===== config.mk =====
export PLATFORM = sky130hd
export DESIGN_NAME = interrupt_priority_fields
export DESIGN_NICKNAME = d
export VERILOG_FILES = /design/src/interrupt_priority_fields.v /design/src/prio_field.v
export VERILOG_INCLUDE_DIRS = /design/src
export SDC_FILE = /design/constraint.sdc
export NUM_CORES = 1
export LEC_CHECK = 0
export BUFFER_PORTS_ARGS = -buffer_cell sky130_fd_sc_hd__buf_2
export CAP_MARGIN = 20
export CELL_PAD_IN_SITES_DETAIL_PLACEMENT = 1
export CELL_PAD_IN_SITES_GLOBAL_PLACEMENT = 1
export CORE_MARGIN = 2
export CORE_UTILIZATION = 31
export DETAILED_ROUTE_END_ITERATION = 6
export PLACE_DENSITY_LB_ADDON = 0.1
export SLEW_MARGIN = 30
export SYNTH_ARGS = -nofsm -noshare
export SYNTH_HDL_FRONTEND = slang
export SYNTH_SLANG_ARGS = --single-unit

===== constraint.sdc =====
create_clock -name clk_i -period 1.65 [get_ports clk_i]
set_input_delay 0.165 -clock clk_i [delete_from_list [all_inputs] [get_ports clk_i]]
set_output_delay 0.165 -clock clk_i [all_outputs]
set_load 0.005 [all_outputs]

===== src/prio_defs.vh =====
`ifndef PRIO_DEFS_VH
`define PRIO_DEFS_VH

// Register word addresses (byte address = 4 * index).
`define EXT_INT_3_4_PRIORITY_IDX 2'h0
`define RTC_DMA5_PRIORITY_IDX 2'h1
`define CRC_UART_ERROR_PRIORITY_IDX 2'h2

// Field positions (least significant bit of each 3-bit field).
`define EXT_IRQ_FOUR_PRIO_LSB 8
`define EXT_IRQ_THREE_PRIO_LSB 4
`define CLOCK_CALENDAR_PRIO_LSB 8
`define DMA_CHANNEL_FIVE_PRIO_LSB 4
`define CHECKSUM_ERROR_PRIO_LSB 12
`define SERIAL_TWO_ERROR_PRIO_LSB 8
`define SERIAL_ONE_ERROR_PRIO_LSB 4

// Field encodings and reset value.
`define PRIO_RESET 3'h4
`define PRIO_DISABLED 3'h0
`define PRIO_HIGHEST 3'h7
`define PRIO_LOWEST 3'h1

`endif


===== src/interrupt_priority_fields.v =====
// Overview of operation
// - Field value is the priority level; 7 highest, 1 lowest.
// - A field of zero disables its source; it never requests service.
// - CRC/UART register bits 15, 11, 7, 3-0 store nothing, read zero.
// - Every field resets to level four and is readable and writable.
// - CRC error priority sits in bits 14-12.
// - Second UART error priority sits in bits 10-8.
// - First UART error priority sits in bits 6-4.

`timescale 1ns/100ps
`default_nettype none

module interrupt_priority_fields (
   input wire clk_i,
   input wire rst_b_i,
   input wire wb_cyc_i,
   input wire wb_stb_i,
   input wire wb_we_i,
   input wire [3:0] wb_adr_i,
   input wire [3:0] wb_sel_i,
   input wire [31:0] wb_dat_i,
   output reg [31:0] wb_dat_o,
   output reg wb_ack_o,
   output reg wb_err_o,
   output wire [2:0] ext_irq_four_prio_o,
   output wire [2:0] ext_irq_three_prio_o,
   output wire [2:0] clock_calendar_prio_o,
   output wire [2:0] dma_channel_five_prio_o,
   output wire [2:0] checksum_error_prio_o,
   output wire [2:0] serial_two_error_prio_o,
   output wire [2:0] serial_one_error_prio_o,
   output wire [6:0] source_enabled_o
);

`include "prio_defs.vh"

   // Number of priority fields, in the order of the output ports.
   localparam NF = 7;

   // Handshake states of the register port. The answer always comes one
   // cycle after the request is taken, so two states are enough.
   localparam ST_IDLE = 1'b0;
   localparam ST_RESP = 1'b1;

   // Register index and field position for each field, in port order.
   function [1:0] fld_reg;
      input integer k;
      begin
         case (k)
            0: fld_reg = `EXT_INT_3_4_PRIORITY_IDX;
            1: fld_reg = `EXT_INT_3_4_PRIORITY_IDX;
            2: fld_reg = `RTC_DMA5_PRIORITY_IDX;
            3: fld_reg = `RTC_DMA5_PRIORITY_IDX;
            default: fld_reg = `CRC_UART_ERROR_PRIORITY_IDX;
         endcase
      end
   endfunction

   function integer fld_lsb;
      input integer k;
      begin
         case (k)
            0: fld_lsb = `EXT_IRQ_FOUR_PRIO_LSB;
            1: fld_lsb = `EXT_IRQ_THREE_PRIO_LSB;
            2: fld_lsb = `CLOCK_CALENDAR_PRIO_LSB;
            3: fld_lsb = `DMA_CHANNEL_FIVE_PRIO_LSB;
            4: fld_lsb = `CHECKSUM_ERROR_PRIO_LSB;
            5: fld_lsb = `SERIAL_TWO_ERROR_PRIO_LSB;
            default: fld_lsb = `SERIAL_ONE_ERROR_PRIO_LSB;
         endcase
      end
   endfunction

   // Byte lane that carries a field; a field never straddles two lanes.
   function integer fld_lane;
      input integer k;
      begin
         fld_lane = fld_lsb(k) / 8;
      end
   endfunction

   // Fields are kept flat, three bits each, in port order.
   wire [1:0] idx;
   wire take;
   wire [3*NF-1:0] prio_flat;
   wire [NF-1:0] en;
   reg [2:0] hit;
   reg mapped;
   reg [15:0] rd_word;
   reg state_q;
   reg state_d;
   reg ack_d;
   reg err_d;
   reg [31:0] dat_d;

   assign idx = wb_adr_i[3:2];

   // Address decode. Only the word-aligned offsets of the three registers
   // are mapped; anything else is answered with an error so that a stray
   // pointer in software shows up instead of reading silent zeros.
   always @* begin
      hit = 3'h0;
      mapped = 1'b0;
      if (wb_adr_i[1:0] != 2'h0) begin
         mapped = 1'b0;
      end else if (idx == `EXT_INT_3_4_PRIORITY_IDX) begin
         hit[`EXT_INT_3_4_PRIORITY_IDX] = 1'b1;
         mapped = 1'b1;
      end else if (idx == `RTC_DMA5_PRIORITY_IDX) begin
         hit[`RTC_DMA5_PRIORITY_IDX] = 1'b1;
         mapped = 1'b1;
      end else if (idx == `CRC_UART_ERROR_PRIORITY_IDX) begin
         hit[`CRC_UART_ERROR_PRIORITY_IDX] = 1'b1;
         mapped = 1'b1;
      end
   end

   // A request is taken only from the idle state, so a strobe that the
   // master still holds in the cycle of the answer is not taken twice.
   // The error answer uses the same state, so ack and err never overlap.
   assign take = wb_cyc_i && wb_stb_i && (state_q == ST_IDLE);

   always @* begin
      state_d = state_q;
      case (state_q)
         ST_IDLE: begin
            if (wb_cyc_i && wb_stb_i) begin
               state_d = ST_RESP;
            end
         end
         ST_RESP: begin
            state_d = ST_IDLE;
         end
         default: begin
            state_d = ST_IDLE;
         end
      endcase
   end

   // One storage module per field. A write changes a field at the edge
   // that takes the request, so arbitration sees it in the next cycle.
   genvar g;
   generate
      for (g = 0; g < NF; g = g + 1) begin : fields
         // Only whole fields are written; bits between fields have no
         // storage, so writes to them are simply dropped.
         wire wr;
         assign wr = take && wb_we_i && hit[fld_reg(g)] &&
            wb_sel_i[fld_lane(g)];
         prio_field u_field (
            .clk_i(clk_i),
            .rst_b_i(rst_b_i),
            .wr_i(wr),
            .wdata_i(wb_dat_i[fld_lsb(g) +: 3]),
            .prio_o(prio_flat[3*g +: 3]),
            .active_o(en[g])
         );
      end
   endgenerate

   // Field values go straight to arbitration; level equals value.
   // No gate lies between a field's flip-flops and its output.
   assign ext_irq_four_prio_o = prio_flat[2:0];
   assign ext_irq_three_prio_o = prio_flat[5:3];
   assign clock_calendar_prio_o = prio_flat[8:6];
   assign dma_channel_five_prio_o = prio_flat[11:9];
   assign checksum_error_prio_o = prio_flat[14:12];
   assign serial_two_error_prio_o = prio_flat[17:15];
   assign serial_one_error_prio_o = prio_flat[20:18];
   assign source_enabled_o = en;

   // Read mux. Fields of a register that is not addressed add nothing,
   // and unimplemented bits stay at the zero given at the top.
   integer k;
   always @* begin
      rd_word = 16'h0000;
      for (k = 0; k < NF; k = k + 1) begin
         if (hit[fld_reg(k)]) begin
            rd_word[fld_lsb(k) +: 3] = prio_flat[3*k +: 3];
         end
      end
   end

   // Next values of the answer. Read data stands only in the cycle of the
   // acknowledge and is zero otherwise, which keeps a shared read bus
   // free of stale words.
   always @* begin
      ack_d = 1'b0;
      err_d = 1'b0;
      dat_d = 32'h00000000;
      if (take) begin
         if (mapped) begin
            ack_d = 1'b1;
            if (!wb_we_i) begin
               dat_d = {16'h0000, rd_word};
            end
         end else begin
            err_d = 1'b1;
         end
      end
   end

   // The answer and the handshake state leave from flip-flops; a reset
   // in mid-transfer simply drops the pending answer.
   always @(posedge clk_i) begin
      if (!rst_b_i) begin
         state_q <= ST_IDLE;
         wb_ack_o <= 1'b0;
         wb_err_o <= 1'b0;
         wb_dat_o <= 32'h00000000;
      end else begin
         state_q <= state_d;
         wb_ack_o <= ack_d;
         wb_err_o <= err_d;
         wb_dat_o <= dat_d;
      end
   end

endmodule // interrupt_priority_fields

`default_nettype wire


===== src/prio_field.v =====
`timescale 1ns/100ps
`default_nettype none

// One 3-bit priority field with its own storage and reset value.
module prio_field (
   input wire clk_i,
   input wire rst_b_i,
   input wire wr_i,
   input wire [2:0] wdata_i,
   output wire [2:0] prio_o,
   output wire active_o
);

`include "prio_defs.vh"

   reg [2:0] prio_q;
   reg active_q;

   always @(posedge clk_i) begin
      if (!rst_b_i) begin
         prio_q <= `PRIO_RESET;
         active_q <= 1'b1;
      end else if (wr_i) begin
         prio_q <= wdata_i;
         active_q <= (wdata_i != `PRIO_DISABLED);
      end
   end

   assign prio_o = prio_q;
   assign active_o = active_q;

endmodule // prio_field

`default_nettype wire


==> results of run 1 <==
[per-stage QoR]
step | util (%) | instance area (sq um) | setup WS, ps
floorplan | - | 1970 | 410
global placement | 36.6 | 2160 | 183
detailed placement | 36.6 | 2160 | 183
CTS | 38.1 | 2260 | 269
global route | 38.1 | 2260 | 203
finish | 38.1 | 2260 | 302
[synthesized netlist by cell type, drive strengths merged (2+ instances only)]
library cell   n  area share [%]
nor2           8             1.6
nor2b         18             6.0
buf           34              13
clkbuf         5            0.99
nand3          4             1.1
mux2i         28              15
nand4          2             1.8
nand2         26             5.2
and2           4             1.3
dfxtp         40              42
and4bb         2             1.3
nor4b          4             2.6
o21bai         6             2.4
a211oi         7             2.8
[final timing paths]
kind	slack, ps	startpoint	endpoint
worst max-delay path	300	state_q	fields[2].u_field.active_o
worst min-delay path	130	wb_dat_i[13]	fields[4].u_field.prio_o[1]
worst max register to register	300	state_q	fields[2].u_field.active_o
worst min register to register	480	fields[6].u_field.prio_o[0]	fields[6].u_field.prio_o[0]
[layout make-up]
cell class / instances / area share [%]
clock inverters: 2 / 0.443
clock buffers: 6 / 3.66
multi-input cells: 137 / 40.0
inverters: 1 / 0.166
flip-flops and latches: 40 / 35.5
well taps: 75 / 4.16
repair buffers: 66 / 16.1
[power by group]
part           internal, mW  leakage (nW)  switching, mW
logic                0.0579         0.805         0.0844
clock network         0.334        0.0510          0.352
registers             0.968         0.323        0.00153
total                  1.36          1.18          0.438
[per-layer routing]
layer / up-vias / track usage (%) / share of wire (%)
li1: 713 / - / -
met3: 5 / 4.73 / 6.0
met5: - / 0 / 0
met1: 676 / 17.8 / 45
met2: 46 / 22.8 / 48
met4: 0 / 4.50 / 1.1
[cell families after synthesis]
family	synth area share, %
buffers and inverters	14.2
and+or+nand+nor	23.2
other	0.198
AOI/OAI and AO/OA	5.17
muxes	14.8
DFF	42.4
[registers in the layout, indices dropped and copies added, names as in the netlist]
register and count:
fields.u_field.prio_o 21, wb_ack_o 1, state_q 1, wb_err_o 1
wb_dat_o 9, fields.u_field.active_o 7
[worst register-to-register path, delay by kind of cell, from the launching register on]
family           cells  cell delay [ps]
flip-flops           1              310
AND/OR/NAND/NOR      2              710
multiplexers         1              200
[cell usage in the layout, fill, tap and decap left out]
| master | n |
|---|---|
| and3b_1 | 1 |
| nand3_1 | 4 |
| nand4_2 | 1 |
| nor4b_1 | 3 |
| buf_12 | 1 |
| and2_1 | 4 |
| o21bai_1 | 6 |
| nand3b_1 | 1 |
| nor4b_4 | 1 |
| nand4_4 | 1 |
| conb_1 | 23 |
| a211oi_1 | 7 |
| nor3_2 | 1 |
| clkbuf_8 | 6 |
| dfxtp_1 | 40 |
| buf_2 | 58 |
| and4bb_2 | 2 |
| nor2b_1 | 18 |
| clkinv_2 | 2 |
| inv_1 | 1 |
| nor2_1 | 8 |
| nand2_1 | 26 |
| mux2i_1 | 28 |
| buf_4 | 7 |
| nand4b_1 | 1 |
| or4b_1 | 1 |
==> flow_metrics.py, run 1 <==
metrics = {
    "synth": {
        "syn-instance-count": 195,
        "ys_types": 24,
        "syn_area_per_cell_sq_um": 9.69,
        "synth_edf_count": 0,
        "ys_ff_latch": 40,
        "netlist_area_sq_um": 1890,
        "synthFlopType": "dfxtp_1",
        "async_reset_ff_share_pct": 0,
        "yosysSeqAreaShare_pct": 42.4,
        "yosysWarnings": 0,
    },
    "grt": {
        "grt_pass1_wl_mm": 7.02,
        "grt_pass1_vias": 1415,
        "grt_max_degree": 41,
        "grt_use_total_pct": 14.2,
        "antenna_found_initial": 0,
        "grt_overflow_total": 0,
    },
    "route": {
        "vias": 1440,
        "drt_wl_total_mm": 4.52,
        "ant_nets": 0,
        "dr.pass1.iters": 4,
        "viasPerCell": 4.40,
        "drc": 0,
        "drt_iter0_markers": 46,
        "wire_per_inst_um": 13.8,
    },
    "worst_setup_path": {
        "crit_buf_inv": 0,
        "cp_slowest_cell": "and3b_1",
        "cp-start-kind": "register",
        "r2r_cells": 3,
        "required_ps": 1810,
        "end_kind": "register",
        "crit_chain": "and3b_1, nand3_1, mux2i_1",
        "worst-endpoint-arrival_ps": 1500,
        "crit_fanout": 6,
        "crit_type": "register to register",
        "slowest_delay_ps": 380,
        "worst-path-stages": 3,
        "crit_family": "simple AND/OR/NAND/NOR gates",
    },
    "placement": {
        "dpl.hpwl_mm": 3.48,
        "place.gp.congestion": 0.689,
        "port_buffers": 58,
        "dp_cells": 319,
    },
    "floorplanning": {
        "initial_utilization_pct": 31.9,
        "fp.dieH_um": 82.1,
        "rows": 28,
        "die_area_sq_um": 6730,
        "core_area_sq_um": 5920,
        "io_pins": 107,
        "die-width_um": 82.1,
    },
    "cts": {
        "ctsResizeCount": 0,
        "clk_latency_ps": 290,
        "path_clk_slew_ps": 80,
        "cts_root_buf": "clkbuf_8",
        "cts_max_path_buffers": 2,
        "clkSinkCount": 40,
        "htreeDepth": 2,
        "cts_buffers": 5,
        "postCtsSetupRepairBufs": 0,
        "cts_hold_buf": 0,
        "cts_tree": "yes",
    },
    "timing": {
        "tightest_slew_ps": 510,
        "fin_skew_ps": 8.58,
        "whs_ps": 130,
        "rsz0062_at_grt": "false",
        "setup_violations": 0,
        "relSlewSlack_pct": 65.5,
        "fin_tns_setup_ps": 0,
        "hold_viol_final": 0,
        "fmax_mhz": 742,
        "period_minus_slack_ps": 1350,
        "slew_violations": 0,
        "fin_crit_sh_pct": 81.7,
    },
    "finish": {
        "multi_input_area_sq_um": 903,
        "final_nets": 296,
        "fin_cells": 327,
        "drive_gt1_share_pct": 31.7,
        "synthToLayoutAreaGrowth_pct": 19.5,
        "fillers": 727,
        "diodes": 0,
        "regArea_sq_um": 801,
    },
    "run_status": {
        "status": "finished clean",
    },
    "power_and_ir_drop": {
        "cellPowerDensity_nw_per_um2": 797,
        "p_leak_nw": 1.18,
        "finalPower_mw": 1.80,
        "ir_drop_uv": 272,
    },
    "worst_hold_path": {
        "worstHoldPathCells": 3,
        "hold_class": "primary input to register",
    },
    "job": {
        "cap_violations": 0,
    },
}
Note: power is estimated with default switching activity, not from simulation.
==> run 2, diff against run 1 <==
CORE_UTILIZATION = 28   (was 31)
clock period = 1.1 ns   (was 1.65 ns; I/O delays follow)
==> run 2 against run 1 <==
Net effect:
- the flow now finishes with violations (setup timing)
- critical path depth is 1 higher
- register-to-register slack worse by 380 ps
- sequential cell count stayed put
- global-route usage is 0.63 points lower
- via count is 4.5% higher
- fmax is 15% higher
- hold slack worse by 65 ps
- sequential power is 51% higher
- final cell count is 5.2% higher
- non-clock buffer count is 15 higher
- final area is 8.6% higher
- sequential share of layout area is 2.8 points lower
- critical endpoint is now fields[6].u_field.prio_o[2]
- largest cell class unchanged
==> flow_metrics.py, run 2 (same netlist as run 1, synthesis figures left out) <==
metrics = {
    "timing": {
        "fin_crit_sh_pct": 107,
        "rsz0062_at_grt": "true",
        "fin_skew_ps": 1.74,
        "fmax_mhz": 850,
        "fin_tns_setup_ps": -754,
        "period_minus_slack_ps": 1180,
        "setup_violations": 18,
        "hold_viol_final": 0,
        "slew_violations": 0,
        "timing.final.ws_setup_ps": -76.8,
    },
    "grt": {
        "grt_use_total_pct": 13.5,
        "grt_overflow_total": 0,
        "grt_pass1_vias": 1445,
        "grt_pass1_wl_mm": 7.62,
        "grt_max_degree": 18,
        "antenna_found_initial": 0,
    },
    "power_and_ir_drop": {
        "netSwitchingFraction_pct": 23.5,
        "p_sw_mw": 0.640,
        "p_leak_nw": 1.27,
        "pwr-share-clk_pct": 36.9,
        "power_frac_seq_pct": 53.4,
        "internal-power_mw": 2.09,
        "ir_drop_uv": 464,
        "cellPowerDensity_nw_per_um2": 1110,
        "comb_power_share_pct": 9.7,
    },
    "finish": {
        "final_nets": 311,
        "diodes": 0,
        "final_common_cell": "buf_2",
        "drive_gt1_share_pct": 37.8,
        "largest_reg_flops": 21,
        "final_cell_mix": "58 x buf_2, 40 x dfxtp_1, 28 x mux2i_1",
        "fin_cells": 344,
        "synthToLayoutAreaGrowth_pct": 29.7,
    },
    "route": {
        "vias": 1505,
        "drc": 0,
        "wire_per_inst_um": 14.1,
        "dr.pass1.iters": 4,
        "ant_nets": 0,
        "drt_iter0_markers": 35,
        "drt_wl_total_mm": 4.85,
        "viasPerCell": 4.38,
    },
    "worst_setup_path": {
        "required_ps": 1280,
        "endpoint": "fields[6].u_field.prio_o[2]",
        "crit_family": "simple AND/OR/NAND/NOR gates",
        "crit_type": "register to register",
        "crit_fanout": 6,
        "crit_chain": "and3b_1, buf_6, nand4_2, mux2i_1",
        "worstReg2RegEnd": "fields[6].u_field.prio_o[2]",
        "crit_path_start": "state_q",
        "worst-endpoint-arrival_ps": 1350,
        "crit_buf_inv": 1,
        "cp-start-kind": "register",
        "worst-path-stages": 4,
        "r2r-start": "state_q",
        "r2r_cells": 4,
        "end_kind": "register",
        "slowest_delay_ps": 310,
        "rrSetupSlack_ps": -80,
        "cp_slowest_cell": "dfxtp_1",
    },
    "placement": {
        "dpl.hpwl_mm": 3.72,
        "place.gp.congestion": 0.715,
        "dp_cells": 335,
        "port_buffers": 58,
    },
    "cts": {
        "cts_root_buf": "clkbuf_8",
        "path_clk_slew_ps": 70,
        "cts_max_path_buffers": 2,
        "clkSinkCount": 40,
        "cts_buffers": 5,
        "clk_latency_ps": 290,
        "cts_tree": "yes",
        "cts_hold_buf": 0,
        "htreeDepth": 2,
    },
    "run_status": {
        "violations": "setup timing",
        "status": "complete, but fails checks",
    },
    "floorplanning": {
        "rows": 29,
        "die-width_um": 86.1,
        "io_pins": 107,
        "initial_utilization_pct": 29.4,
        "fp.dieH_um": 86.1,
        "die_area_sq_um": 7420,
        "core_area_sq_um": 6420,
    },
    "job": {
        "cap_violations": 0,
    },
    "worst_hold_path": {
        "hold_class": "primary input to register",
    },
}
[run 2: routing by layer]
| metal | track usage, % | vias to the layer above | wire length, um |
|---|---|---|---|
| li1 | - | 745 | - |
| met5 | 0 | - | 0 |
| met1 | 19.3 | 698 | 2370 |
| met4 | 5.19 | 0 | 77 |
| met2 | 19.4 | 57 | 2100 |
| met3 | 3.56 | 5 | 294 |
[run 2: layout make-up]
cell class                      count  area [sq um]
Clock buffer                        8          90.1
Inverter                            1          3.75
Timing Repair Buffer               81           503
Sequential cell                    40           801
Tap cell                           77          96.3
Fill cell                         778          3970
Multi-Input combinational cell    137           957
[run 2: worst register-to-register path, cell delays in order, from the launching register on]
cell and delay, ps:
dfxtp_1 310, and3b_1 210, buf_6 130, nand4_2 230, mux2i_1 180
[run 2: power groups by stage]
stage | Sequential, mW | Clock (mW) | Combinational, mW
final | 1.46 | 1.01 | 0.264
after global routing | 1.46 | 1.14 | 0.291
after CTS | 1.45 | 1.05 | 0.260
after detailed placement | 1.49 | 0 | 0.251
after global placement | 1.49 | 0 | 0.252
after floorplan | 1.49 | 0 | 0.177
[run 2: through the flow]
| step | worst slack (ps) | hold slack [ps] | power [mW] | util [%] | area, sq um |
|---|---|---|---|---|---|
| final | -76.8 | 64.8 | 2.73 | 38.2 | 2450 |
| after global placement | -253 | 373 | 1.74 | 35.7 | 2290 |
| after CTS | -79.0 | 56.9 | 2.77 | 37.7 | 2420 |
| after floorplan | -8.21 | 248 | 1.67 | - | 1990 |
| after detailed placement | -253 | 373 | 1.74 | 35.7 | 2290 |
| after global routing | -136 | 69.7 | 2.88 | 38.2 | 2450 |
[run 2: repair_timing]
item                       in CTS  in global routing
pin swaps                       0                  1
setup buffers                   1                  0
cloned                          0                  0
resized for setup               6                  6
setup endpoints to repair      31                 37
[run 2: worst min path at each step]
| stage | from | end | cells past startpoint |
|---|---|---|---|
| after floorplan | wb_adr_i[0] | wb_err_o | 2 |
| after global placement | wb_dat_i[13] | fields[4].u_field.prio_o[1] | 3 |
| after detailed placement | wb_dat_i[13] | fields[4].u_field.prio_o[1] | 3 |
| after CTS | wb_dat_i[13] | fields[4].u_field.prio_o[1] | 3 |
| after global routing | wb_dat_i[13] | fields[4].u_field.prio_o[1] | 3 |
| final | wb_dat_i[13] | fields[4].u_field.prio_o[1] | 3 |
